==> config.mk <==
export PLATFORM = sky130hd
export DESIGN_NAME = sap_top
export DESIGN_NICKNAME = d
export VERILOG_FILES = /design/src/sap_pkg.sv /design/src/sap_top.sv
export SDC_FILE = /design/constraint.sdc
export NUM_CORES = 1
export LEC_CHECK = 0
export BUFFER_PORTS_ARGS = -buffer_cell sky130_fd_sc_hd__buf_4
export CORE_MARGIN = 2
export CORE_UTILIZATION = 35
export CTS_CLUSTER_DIAMETER = 60
export DETAILED_ROUTE_END_ITERATION = 12
export SLEW_MARGIN = 20
export SYNTH_ARGS = -nofsm -noshare
export SYNTH_HDL_FRONTEND = slang
export SYNTH_SLANG_ARGS = --single-unit
==> constraint.sdc <==
create_clock -name clk -period 12.7 [get_ports clk]
set_clock_uncertainty 0.05 [all_clocks]
set_input_delay 1.27 -clock clk [delete_from_list [all_inputs] [get_ports clk]]
set_output_delay 1.27 -clock clk [all_outputs]
set_load 0.05 [all_outputs]
==> src/sap_pkg.sv <==
// Package for the serial audio port FIFO/DMA control block
// Assumes a single register port with byte offset addressing
package sap_pkg;

  // ----------------------------------------------------------------
  // Register offsets
  // ----------------------------------------------------------------
  localparam logic [7:0] SAP_OFS_MODE = 8'h0C;
  localparam logic [7:0] SAP_OFS_BRG  = 8'h14;
  localparam logic [7:0] SAP_OFS_DMA  = 8'h18;
  localparam logic [7:0] SAP_OFS_AUD  = 8'h1C;

  // ----------------------------------------------------------------
  // Field positions
  // ----------------------------------------------------------------
  localparam int SAP_MODE_SSV   = 0;
  localparam int SAP_MODE_SSIO  = 1;
  localparam int SAP_DMA_TXLVL  = 0;
  localparam int SAP_DMA_TXCLR  = 4;
  localparam int SAP_DMA_TXCNT  = 8;
  localparam int SAP_DMA_TXEN   = 15;
  localparam int SAP_DMA_RXLVL  = 16;
  localparam int SAP_DMA_RXCLR  = 20;
  localparam int SAP_DMA_RXCNT  = 24;
  localparam int SAP_DMA_RXEN   = 31;
  localparam int SAP_AUD_EN     = 0;
  localparam int SAP_AUD_MUTE   = 1;
  localparam int SAP_AUD_PAUSE  = 2;
  localparam int SAP_AUD_MONO   = 3;
  localparam int SAP_AUD_JUST   = 4;
  localparam int SAP_BRG_W      = 16;

  // ----------------------------------------------------------------
  // Reset values and constants
  // ----------------------------------------------------------------
  localparam logic [31:0] SAP_RST_WORD = 32'h0000_0000;
  localparam logic [15:0] SAP_BRG_MIN  = 16'h0002;

  typedef struct packed {
    logic        en;
    logic        wr;
    logic [7:0]  addr;
    logic [31:0] wdata;
  } sap_req_t;

  typedef enum logic [1:0] {
    SAP_IDLE = 2'b00,
    SAP_LEFT = 2'b01,
    SAP_RIGHT = 2'b11
  } sap_state_t;

endpackage : sap_pkg

==> src/sap_top.sv <==
// Serial audio port: select pin, bit rate, FIFO/DMA control and audio framing
// Assumes a simple synchronous register port and an external bit clock pin
`timescale 1ns/1ns

module sap_top #(
  parameter int DEPTH = 8,
  parameter int WORD  = 16
) (
  input  wire logic              clk,
  input  wire logic              nrst,
  input  wire logic              ce,
  input  wire sap_pkg::sap_req_t reg_req,
  output logic [31:0]            reg_rdata,
  input  wire logic              master_en,
  input  wire logic              tx_push,
  input  wire logic [WORD-1:0]   tx_data,
  output logic [WORD-1:0]        rx_data,
  input  wire logic              rx_pop,
  input  wire logic              bit_clk,
  input  wire logic              ser_in,
  output logic                   ser_out,
  input  wire logic              select_pin_i,
  output logic                   select_pin_o,
  output logic                   select_pin_oe,
  output logic                   tx_dma_req,
  output logic                   rx_dma_req
);

  initial begin
    if (DEPTH != 8 || WORD < 2 || WORD > 16) begin
      $error("sap_top: DEPTH must be 8 and WORD 2..16");
    end
  end

  // ----------------------------------------------------------------
  // Reset and input synchronisers
  // ----------------------------------------------------------------
  logic       rs1_reg, rst_n;
  logic [2:0] in_s1_reg, in_s2_reg;
  logic       bclk_d_reg;
  always_ff @(posedge clk or negedge nrst) begin
    if (!nrst) begin
      rs1_reg <= 1'b0;
      rst_n   <= 1'b0;
    end else begin
      rs1_reg <= 1'b1;
      rst_n   <= rs1_reg;
    end
  end
  always_ff @(posedge clk or negedge rst_n) begin
    if (!rst_n) begin
      in_s1_reg  <= 3'h0;
      in_s2_reg  <= 3'h0;
      bclk_d_reg <= 1'b0;
    end else if (ce) begin
      in_s1_reg  <= {select_pin_i, ser_in, bit_clk};
      in_s2_reg  <= in_s1_reg;
      bclk_d_reg <= in_s2_reg[0];
    end
  end
  wire pin_lvl  = in_s2_reg[2];
  wire ser_lvl  = in_s2_reg[1];
  wire bclk_ris = in_s2_reg[0] & ~bclk_d_reg;
  wire bclk_fal = ~in_s2_reg[0] & bclk_d_reg;

  // ----------------------------------------------------------------
  // Registers
  // ----------------------------------------------------------------
  logic [1:0]  mode_reg;
  logic [15:0] brg_reg;
  logic [1:0]  dma_en_reg;
  logic [2:0]  txlvl_reg, rxlvl_reg;
  logic [4:0]  aud_reg;
  wire wr = reg_req.en & reg_req.wr;
  wire wr_mode = wr && reg_req.addr == sap_pkg::SAP_OFS_MODE;
  wire wr_brg  = wr && reg_req.addr == sap_pkg::SAP_OFS_BRG;
  wire wr_dma  = wr && reg_req.addr == sap_pkg::SAP_OFS_DMA;
  wire wr_aud  = wr && reg_req.addr == sap_pkg::SAP_OFS_AUD;
  wire tx_clr  = wr_dma & reg_req.wdata[sap_pkg::SAP_DMA_TXCLR];
  wire rx_clr  = wr_dma & reg_req.wdata[sap_pkg::SAP_DMA_RXCLR];
  wire aud_en  = aud_reg[sap_pkg::SAP_AUD_EN];
  wire mute    = aud_reg[sap_pkg::SAP_AUD_MUTE];
  wire pause   = aud_reg[sap_pkg::SAP_AUD_PAUSE];
  wire mono    = aud_reg[sap_pkg::SAP_AUD_MONO];
  wire justify = aud_reg[sap_pkg::SAP_AUD_JUST];
  wire pin_out = mode_reg[sap_pkg::SAP_MODE_SSIO] & master_en;

  always_ff @(posedge clk or negedge rst_n) begin
    if (!rst_n) begin
      mode_reg   <= 2'h0;
      brg_reg    <= 16'h0000;
      dma_en_reg <= 2'h0;
      txlvl_reg  <= 3'h0;
      rxlvl_reg  <= 3'h0;
      aud_reg    <= 5'h00;
    end else if (ce) begin
      if (wr_mode) begin
        mode_reg <= reg_req.wdata[1:0];
      end
      if (wr_brg) begin
        brg_reg <= reg_req.wdata[sap_pkg::SAP_BRG_W-1:0];
      end
      if (wr_dma) begin
        dma_en_reg <= {reg_req.wdata[sap_pkg::SAP_DMA_RXEN],
                       reg_req.wdata[sap_pkg::SAP_DMA_TXEN]};
        txlvl_reg  <= reg_req.wdata[sap_pkg::SAP_DMA_TXLVL +: 3];
        rxlvl_reg  <= reg_req.wdata[sap_pkg::SAP_DMA_RXLVL +: 3];
      end
      if (wr_aud) begin
        aud_reg <= reg_req.wdata[4:0];
      end
    end
  end

  // ----------------------------------------------------------------
  // FIFOs
  // ----------------------------------------------------------------
  logic [WORD-1:0] txm [DEPTH];
  logic [WORD-1:0] rxm [DEPTH];
  logic [2:0] txw_reg, txr_reg, rxw_reg, rxr_reg;
  logic [3:0] txc_reg, rxc_reg;
  logic       tx_take, rx_store;
  logic [WORD-1:0] rx_word;
  wire tx_wr = tx_push && txc_reg != 4'(DEPTH);
  wire tx_rd = tx_take && txc_reg != 4'h0 && !pause;
  wire rx_wr = rx_store && rxc_reg != 4'(DEPTH) && !pause;
  wire rx_rd = rx_pop && rxc_reg != 4'h0;
  always_ff @(posedge clk) begin
    if (ce && tx_wr) begin
      txm[txw_reg] <= tx_data;
    end
    if (ce && rx_wr) begin
      rxm[rxw_reg] <= rx_word;
    end
  end
  always_ff @(posedge clk or negedge rst_n) begin
    if (!rst_n) begin
      txw_reg <= 3'h0;
      txr_reg <= 3'h0;
      txc_reg <= 4'h0;
      rxw_reg <= 3'h0;
      rxr_reg <= 3'h0;
      rxc_reg <= 4'h0;
    end else if (ce) begin
      if (tx_clr) begin
        txw_reg <= 3'h0;
        txr_reg <= 3'h0;
        txc_reg <= 4'h0;
      end else begin
        txw_reg <= txw_reg + 3'(tx_wr);
        txr_reg <= txr_reg + 3'(tx_rd);
        txc_reg <= txc_reg + 4'(tx_wr) - 4'(tx_rd);
      end
      if (rx_clr) begin
        rxw_reg <= 3'h0;
        rxr_reg <= 3'h0;
        rxc_reg <= 4'h0;
      end else begin
        rxw_reg <= rxw_reg + 3'(rx_wr);
        rxr_reg <= rxr_reg + 3'(rx_rd);
        rxc_reg <= rxc_reg + 4'(rx_wr) - 4'(rx_rd);
      end
    end
  end

  // ----------------------------------------------------------------
  // DMA requests
  // ----------------------------------------------------------------
  wire [3:0] tx_free = 4'(DEPTH) - txc_reg;
  wire tx_req_n = dma_en_reg[0] && tx_free >= {1'b0, txlvl_reg} + 4'h1;
  wire rx_req_n = dma_en_reg[1] && rxc_reg >= {1'b0, rxlvl_reg} + 4'h1;

  // ----------------------------------------------------------------
  // Serial engine and channel framing
  // ----------------------------------------------------------------
  sap_pkg::sap_state_t st_reg;
  logic [WORD-1:0] sh_reg, rs_reg, hold_reg;
  logic [4:0]      bit_reg, rbit_reg;
  logic            lr_reg, lr_out_reg, lag_reg;
  wire [4:0] last_bit = 5'(WORD - 1);
  wire [WORD-1:0] tx_head = mute ? '0 : txm[txr_reg];
  wire word_end = bclk_fal && bit_reg == last_bit;
  wire need_new = !aud_en || !mono || lr_reg;
  wire start_go = bclk_fal && st_reg == sap_pkg::SAP_IDLE && txc_reg != 4'h0 && !pause;
  assign tx_take  = (word_end && st_reg != sap_pkg::SAP_IDLE && need_new) || start_go;
  assign rx_store = bclk_ris && rbit_reg == last_bit &&
                    (!aud_en || !mono || !lr_reg);
  assign rx_word  = {rs_reg[WORD-2:0], ser_lvl};

  always_ff @(posedge clk or negedge rst_n) begin
    if (!rst_n) begin
      st_reg     <= sap_pkg::SAP_IDLE;
      sh_reg     <= '0;
      rs_reg     <= '0;
      hold_reg   <= '0;
      bit_reg    <= 5'h00;
      rbit_reg   <= 5'h00;
      lr_reg     <= 1'b0;
      lr_out_reg <= 1'b0;
      lag_reg    <= 1'b0;
    end else if (ce) begin
      if (bclk_ris) begin
        rs_reg   <= rx_word;
        rbit_reg <= (rbit_reg == last_bit) ? 5'h00 : rbit_reg + 5'h01;
      end
      if (bclk_fal) begin
        lag_reg <= sh_reg[WORD-1];
        case (st_reg)
          sap_pkg::SAP_IDLE: begin
            if (start_go) begin
              st_reg   <= sap_pkg::SAP_LEFT;
              bit_reg  <= 5'h00;
              sh_reg   <= tx_head;
              hold_reg <= tx_head;
            end
          end
          default: begin
            if (bit_reg == last_bit) begin
              bit_reg  <= 5'h00;
              lr_reg   <= aud_en ? ~lr_reg : 1'b0;
              sh_reg   <= need_new ? tx_head : hold_reg;
              hold_reg <= need_new ? tx_head : hold_reg;
              st_reg   <= lr_reg ? sap_pkg::SAP_LEFT : sap_pkg::SAP_RIGHT;
            end else begin
              bit_reg <= bit_reg + 5'h01;
              sh_reg  <= {sh_reg[WORD-2:0], 1'b0};
            end
          end
        endcase
        lr_out_reg <= lr_reg;
      end
    end
  end

  // ----------------------------------------------------------------
  // Outputs
  // ----------------------------------------------------------------
  wire sel_next = aud_en ? lr_reg : mode_reg[sap_pkg::SAP_MODE_SSV];
  wire ser_next = (aud_en && !justify) ? lag_reg : sh_reg[WORD-1];
  wire [31:0] rd_mode = {30'h0, mode_reg[sap_pkg::SAP_MODE_SSIO],
                         pin_out ? mode_reg[sap_pkg::SAP_MODE_SSV] : pin_lvl};
  wire [31:0] rd_dma = {dma_en_reg[1], 3'h0, rxc_reg, 4'h0, 1'b0, rxlvl_reg,
                        dma_en_reg[0], 3'h0, txc_reg, 4'h0, 1'b0, txlvl_reg};
  wire [31:0] rd_sel = (reg_req.addr == sap_pkg::SAP_OFS_MODE) ? rd_mode :
                       (reg_req.addr == sap_pkg::SAP_OFS_BRG)  ? {16'h0, brg_reg} :
                       (reg_req.addr == sap_pkg::SAP_OFS_DMA)  ? rd_dma :
                       (reg_req.addr == sap_pkg::SAP_OFS_AUD)  ? {27'h0, aud_reg} :
                       sap_pkg::SAP_RST_WORD;

  always_ff @(posedge clk or negedge rst_n) begin
    if (!rst_n) begin
      reg_rdata     <= sap_pkg::SAP_RST_WORD;
      rx_data       <= '0;
      ser_out       <= 1'b0;
      select_pin_o  <= 1'b0;
      select_pin_oe <= 1'b0;
      tx_dma_req    <= 1'b0;
      rx_dma_req    <= 1'b0;
    end else if (ce) begin
      reg_rdata     <= rd_sel;
      rx_data       <= rxm[rxr_reg];
      ser_out       <= ser_next;
      select_pin_o  <= sel_next;
      select_pin_oe <= pin_out;
      tx_dma_req    <= tx_req_n & ~(wr_dma & ~reg_req.wdata[sap_pkg::SAP_DMA_TXEN]);
      rx_dma_req    <= rx_req_n & ~(wr_dma & ~reg_req.wdata[sap_pkg::SAP_DMA_RXEN]);
    end
  end

endmodule : sap_top

==> results.json <==
{
  "leakage_nw": 8.120,
  "setup.worst_path.start_class": "primary input",
  "synth_top_cells_by_area": "edfxtp_1, dfrtp_1, mux4_2",
  "netlist_instances": 1090,
  "syn_area_per_cell_um2": 16.13,
  "p_total_mw": 4.140,
  "overflow": 0,
  "async_reset_ff_share_pct": 39.34,
  "start_util_pct": 35.26,
  "num-fill-cells": 4523,
  "crit_arrival_ns": 3.71,
  "ys_warn_count": 0,
  "antenna_found_initial": 1,
  "htree_num_levels": 2,
  "post_cts_resize_count": 0,
  "dieArea_um2": 52050,
  "fin_util_pct": 41.55,
  "die_y_um": 228.1,
  "worstSkewPairLatency_ns": 0.59,
  "die_w_um": 228.1,
  "synth_top_area_cell": "edfxtp_1",
  "crit_start": "ce",
  "seq_area_um2": 11850,
  "n_antenna_cell": 0,
  "path_clk_slew_ns": 0.06,
  "drtIter0Drc": 530,
  "routed_wirelength_um": 35780,
  "status": "finished, final reports clean",
  "grt_usage_pct": 13.88,
  "r2r_slack_ns": 9.89,
  "num_rows": 82,
  "multi_input_area_um2": 5265,
  "slew_viol_final": 0,
  "areaGrowthSynthToFinish_pct": 17.83,
  "reg2reg_to": "txc_reg[2]",
  "ios": 120,
  "largestRegisters": "rxm x128, txm x128, reg_rdata x24",
  "place.gp.congestion": 0.7611,
  "worstPathMaxFanout": 49,
  "synth_top_area_share_pct": 43.72,
  "p_per_area_nw_per_um2": 199.8,
  "period_minus_slack_ns": 3.304,
  "nets": 1319,
  "clock_path_buffers": 3,
  "dp_hpwl_um": 21160,
  "end_kind": "flip-flop",
  "finalHoldViolations": 0,
  "cts_hold_buffers": 0,
  "final_area_um2": 20720,
  "clockRootBuffer": "clkbuf_16",
  "grt_max_degree": 77,
  "grt_pass1_vias": 9782,
  "ant_nets": 0,
  "drive_above_1_share_pct": 27.19,
  "fmaxAchievable_ghz": 0.3027,
  "post-place-cells": 1837,
  "ys_ff_latch": 422,
  "cap_violations": 0,
  "placed_area_um2": 19050,
  "via_per_inst": 4.879,
  "vdd_drop_max_uv": 105.8,
  "cts_setup_buffers": 0,
  "setup_viol": 0,
  "setup_tns_ns": 0,
  "worstRegToRegCells": 10,
  "synth.distinct_cells": 69,
  "vias": 9396,
  "synth.yosys.seq_area_share_pct": 67.35,
  "drt_pass1_iterations": 6,
  "rsz0062_at_grt": "no",
  "grt_pass1_wl_um": 56430,
  "drc": 0,
  "cts_tree": "yes",
  "r2r-start": "txc_reg[1]",
  "tightest_slew_ns": 1.127,
  "cts_sinks": 422,
  "slew-limit-headroom_pct": 24.48,
  "synth_edf_count": 256,
  "finalCritPeriodShare_pct": 26.02,
  "crit_required_ns": 13.10,
  "synthesis.area_um2": 17580,
  "numPortBuffers": 100,
  "cts_made_buffers": 48,
  "core_area_um2": 49860,
  "fin_cells": 1926,
  "hold_class": "reg -> async",
  "synth_ff_type": "edfxtp_1",
  "path_class": "in -> reg",
  "wl_per_cell_um": 18.58
}
-- where the power goes --
group,leakage [nW],internal [mW],switching (mW)
Sequential,4.50,1.65,0.156
Combinational,2.83,0.435,0.500
Clock,0.793,0.848,0.551
-- cell usage in the layout (no fill, tap or decap), types with 9 or more instances in the layout --
master,instances
edfxtp_1,256
dfrtp_1,162
buf_4,126
nand2_1,72
nor2_1,69
mux4_2,61
clkbuf_16,49
a21oi_1,44
inv_1,38
mux2_2,37
mux2i_1,36
ha_1,34
mux2_4,23
or3_1,19
a22o_1,16
o2bb2ai_1,15
a221oi_1,15
nand3_1,12
clkbuf_1,11
o22ai_1,9
nor2b_1,9
conb_1,9
clkbuf_8,9
-- cell families after synthesis --
logic type / after synthesis / share of synthesized area (%)
other: 2 / 0.04271
DFF: 422 / 67.35
muxes: 160 / 14.64
xor gates and xnor gates: 10 / 0.4981
and+or+nand+nor: 223 / 6.269
AOI/OAI and AO/OA: 139 / 5.579
adders and majority gates: 36 / 2.647
buffers and inverters: 98 / 2.974
-- synthesized netlist by cell type (4+ instances only) --
cell type  count
edfxtp_1     256
dfrtp_1      166
nand2_1       72
nor2_1        69
mux4_2        61
a21oi_1       44
inv_1         38
mux2_2        37
mux2i_1       36
ha_1          34
mux2_4        23
clkbuf_1      22
or3_1         19
a22o_1        16
a221oi_1      15
o2bb2ai_1     15
buf_2         14
nand3_1       12
buf_4          9
nor2b_1        9
o22ai_1        9
o21ai_0        8
xnor2_1        8
nand2b_1       7
a21o_1         5
a221o_1        5
buf_12         4
nand3b_1       4
nor3_1         4
o21a_1         4
-- how the worst max path moves through the flow --
stage / slack (ns) / endpoint / cells past startpoint
after floorplan: 7.68 / aud_reg[0] / 0
after global placement: 8.19 / txm[6][10] / 5
after detailed placement: 8.12 / txm[4][10] / 5
after CTS: 8.74 / txm[4][3] / 5
after global routing: 9.20 / hold_reg[1] / 5
final: 9.40 / hold_reg[1] / 5
-- through the flow --
stage	hold WS, ns	setup WS [ns]
2_1_floorplan	0.2812	7.682
3_3_place_gp	0.2254	8.190
3_5_place_dp	0.2382	8.125
4_1_cts	0.2466	8.740
5_1_grt	0.2674	9.196
6_report	0.2213	9.396
-- worst max-delay path, stage by stage --
cell and delay [ns]:
buf_4 0.46, buf_4 0.46, nand4_1 0.22, a21bo_1 0.85
mux2_2 0.42
-- metal layers --
metal / track usage (%) / wire length, um
met5: 0 / 13
met4: 3.942 / 656
met3: 3.100 / 1683
met2: 22.46 / 16790
met1: 18.86 / 16640
-- cell type report --
type                    instances  area share [%]
clock inverters                19           1.202
repair buffers                127           4.698
inverters                      40          0.7247
flip-flops and latches        422           57.19
multi-input cells             577           25.41
clock buffers                  69           6.715
well taps                     672           4.058
Note: power is estimated with default switching activity, not from simulation.
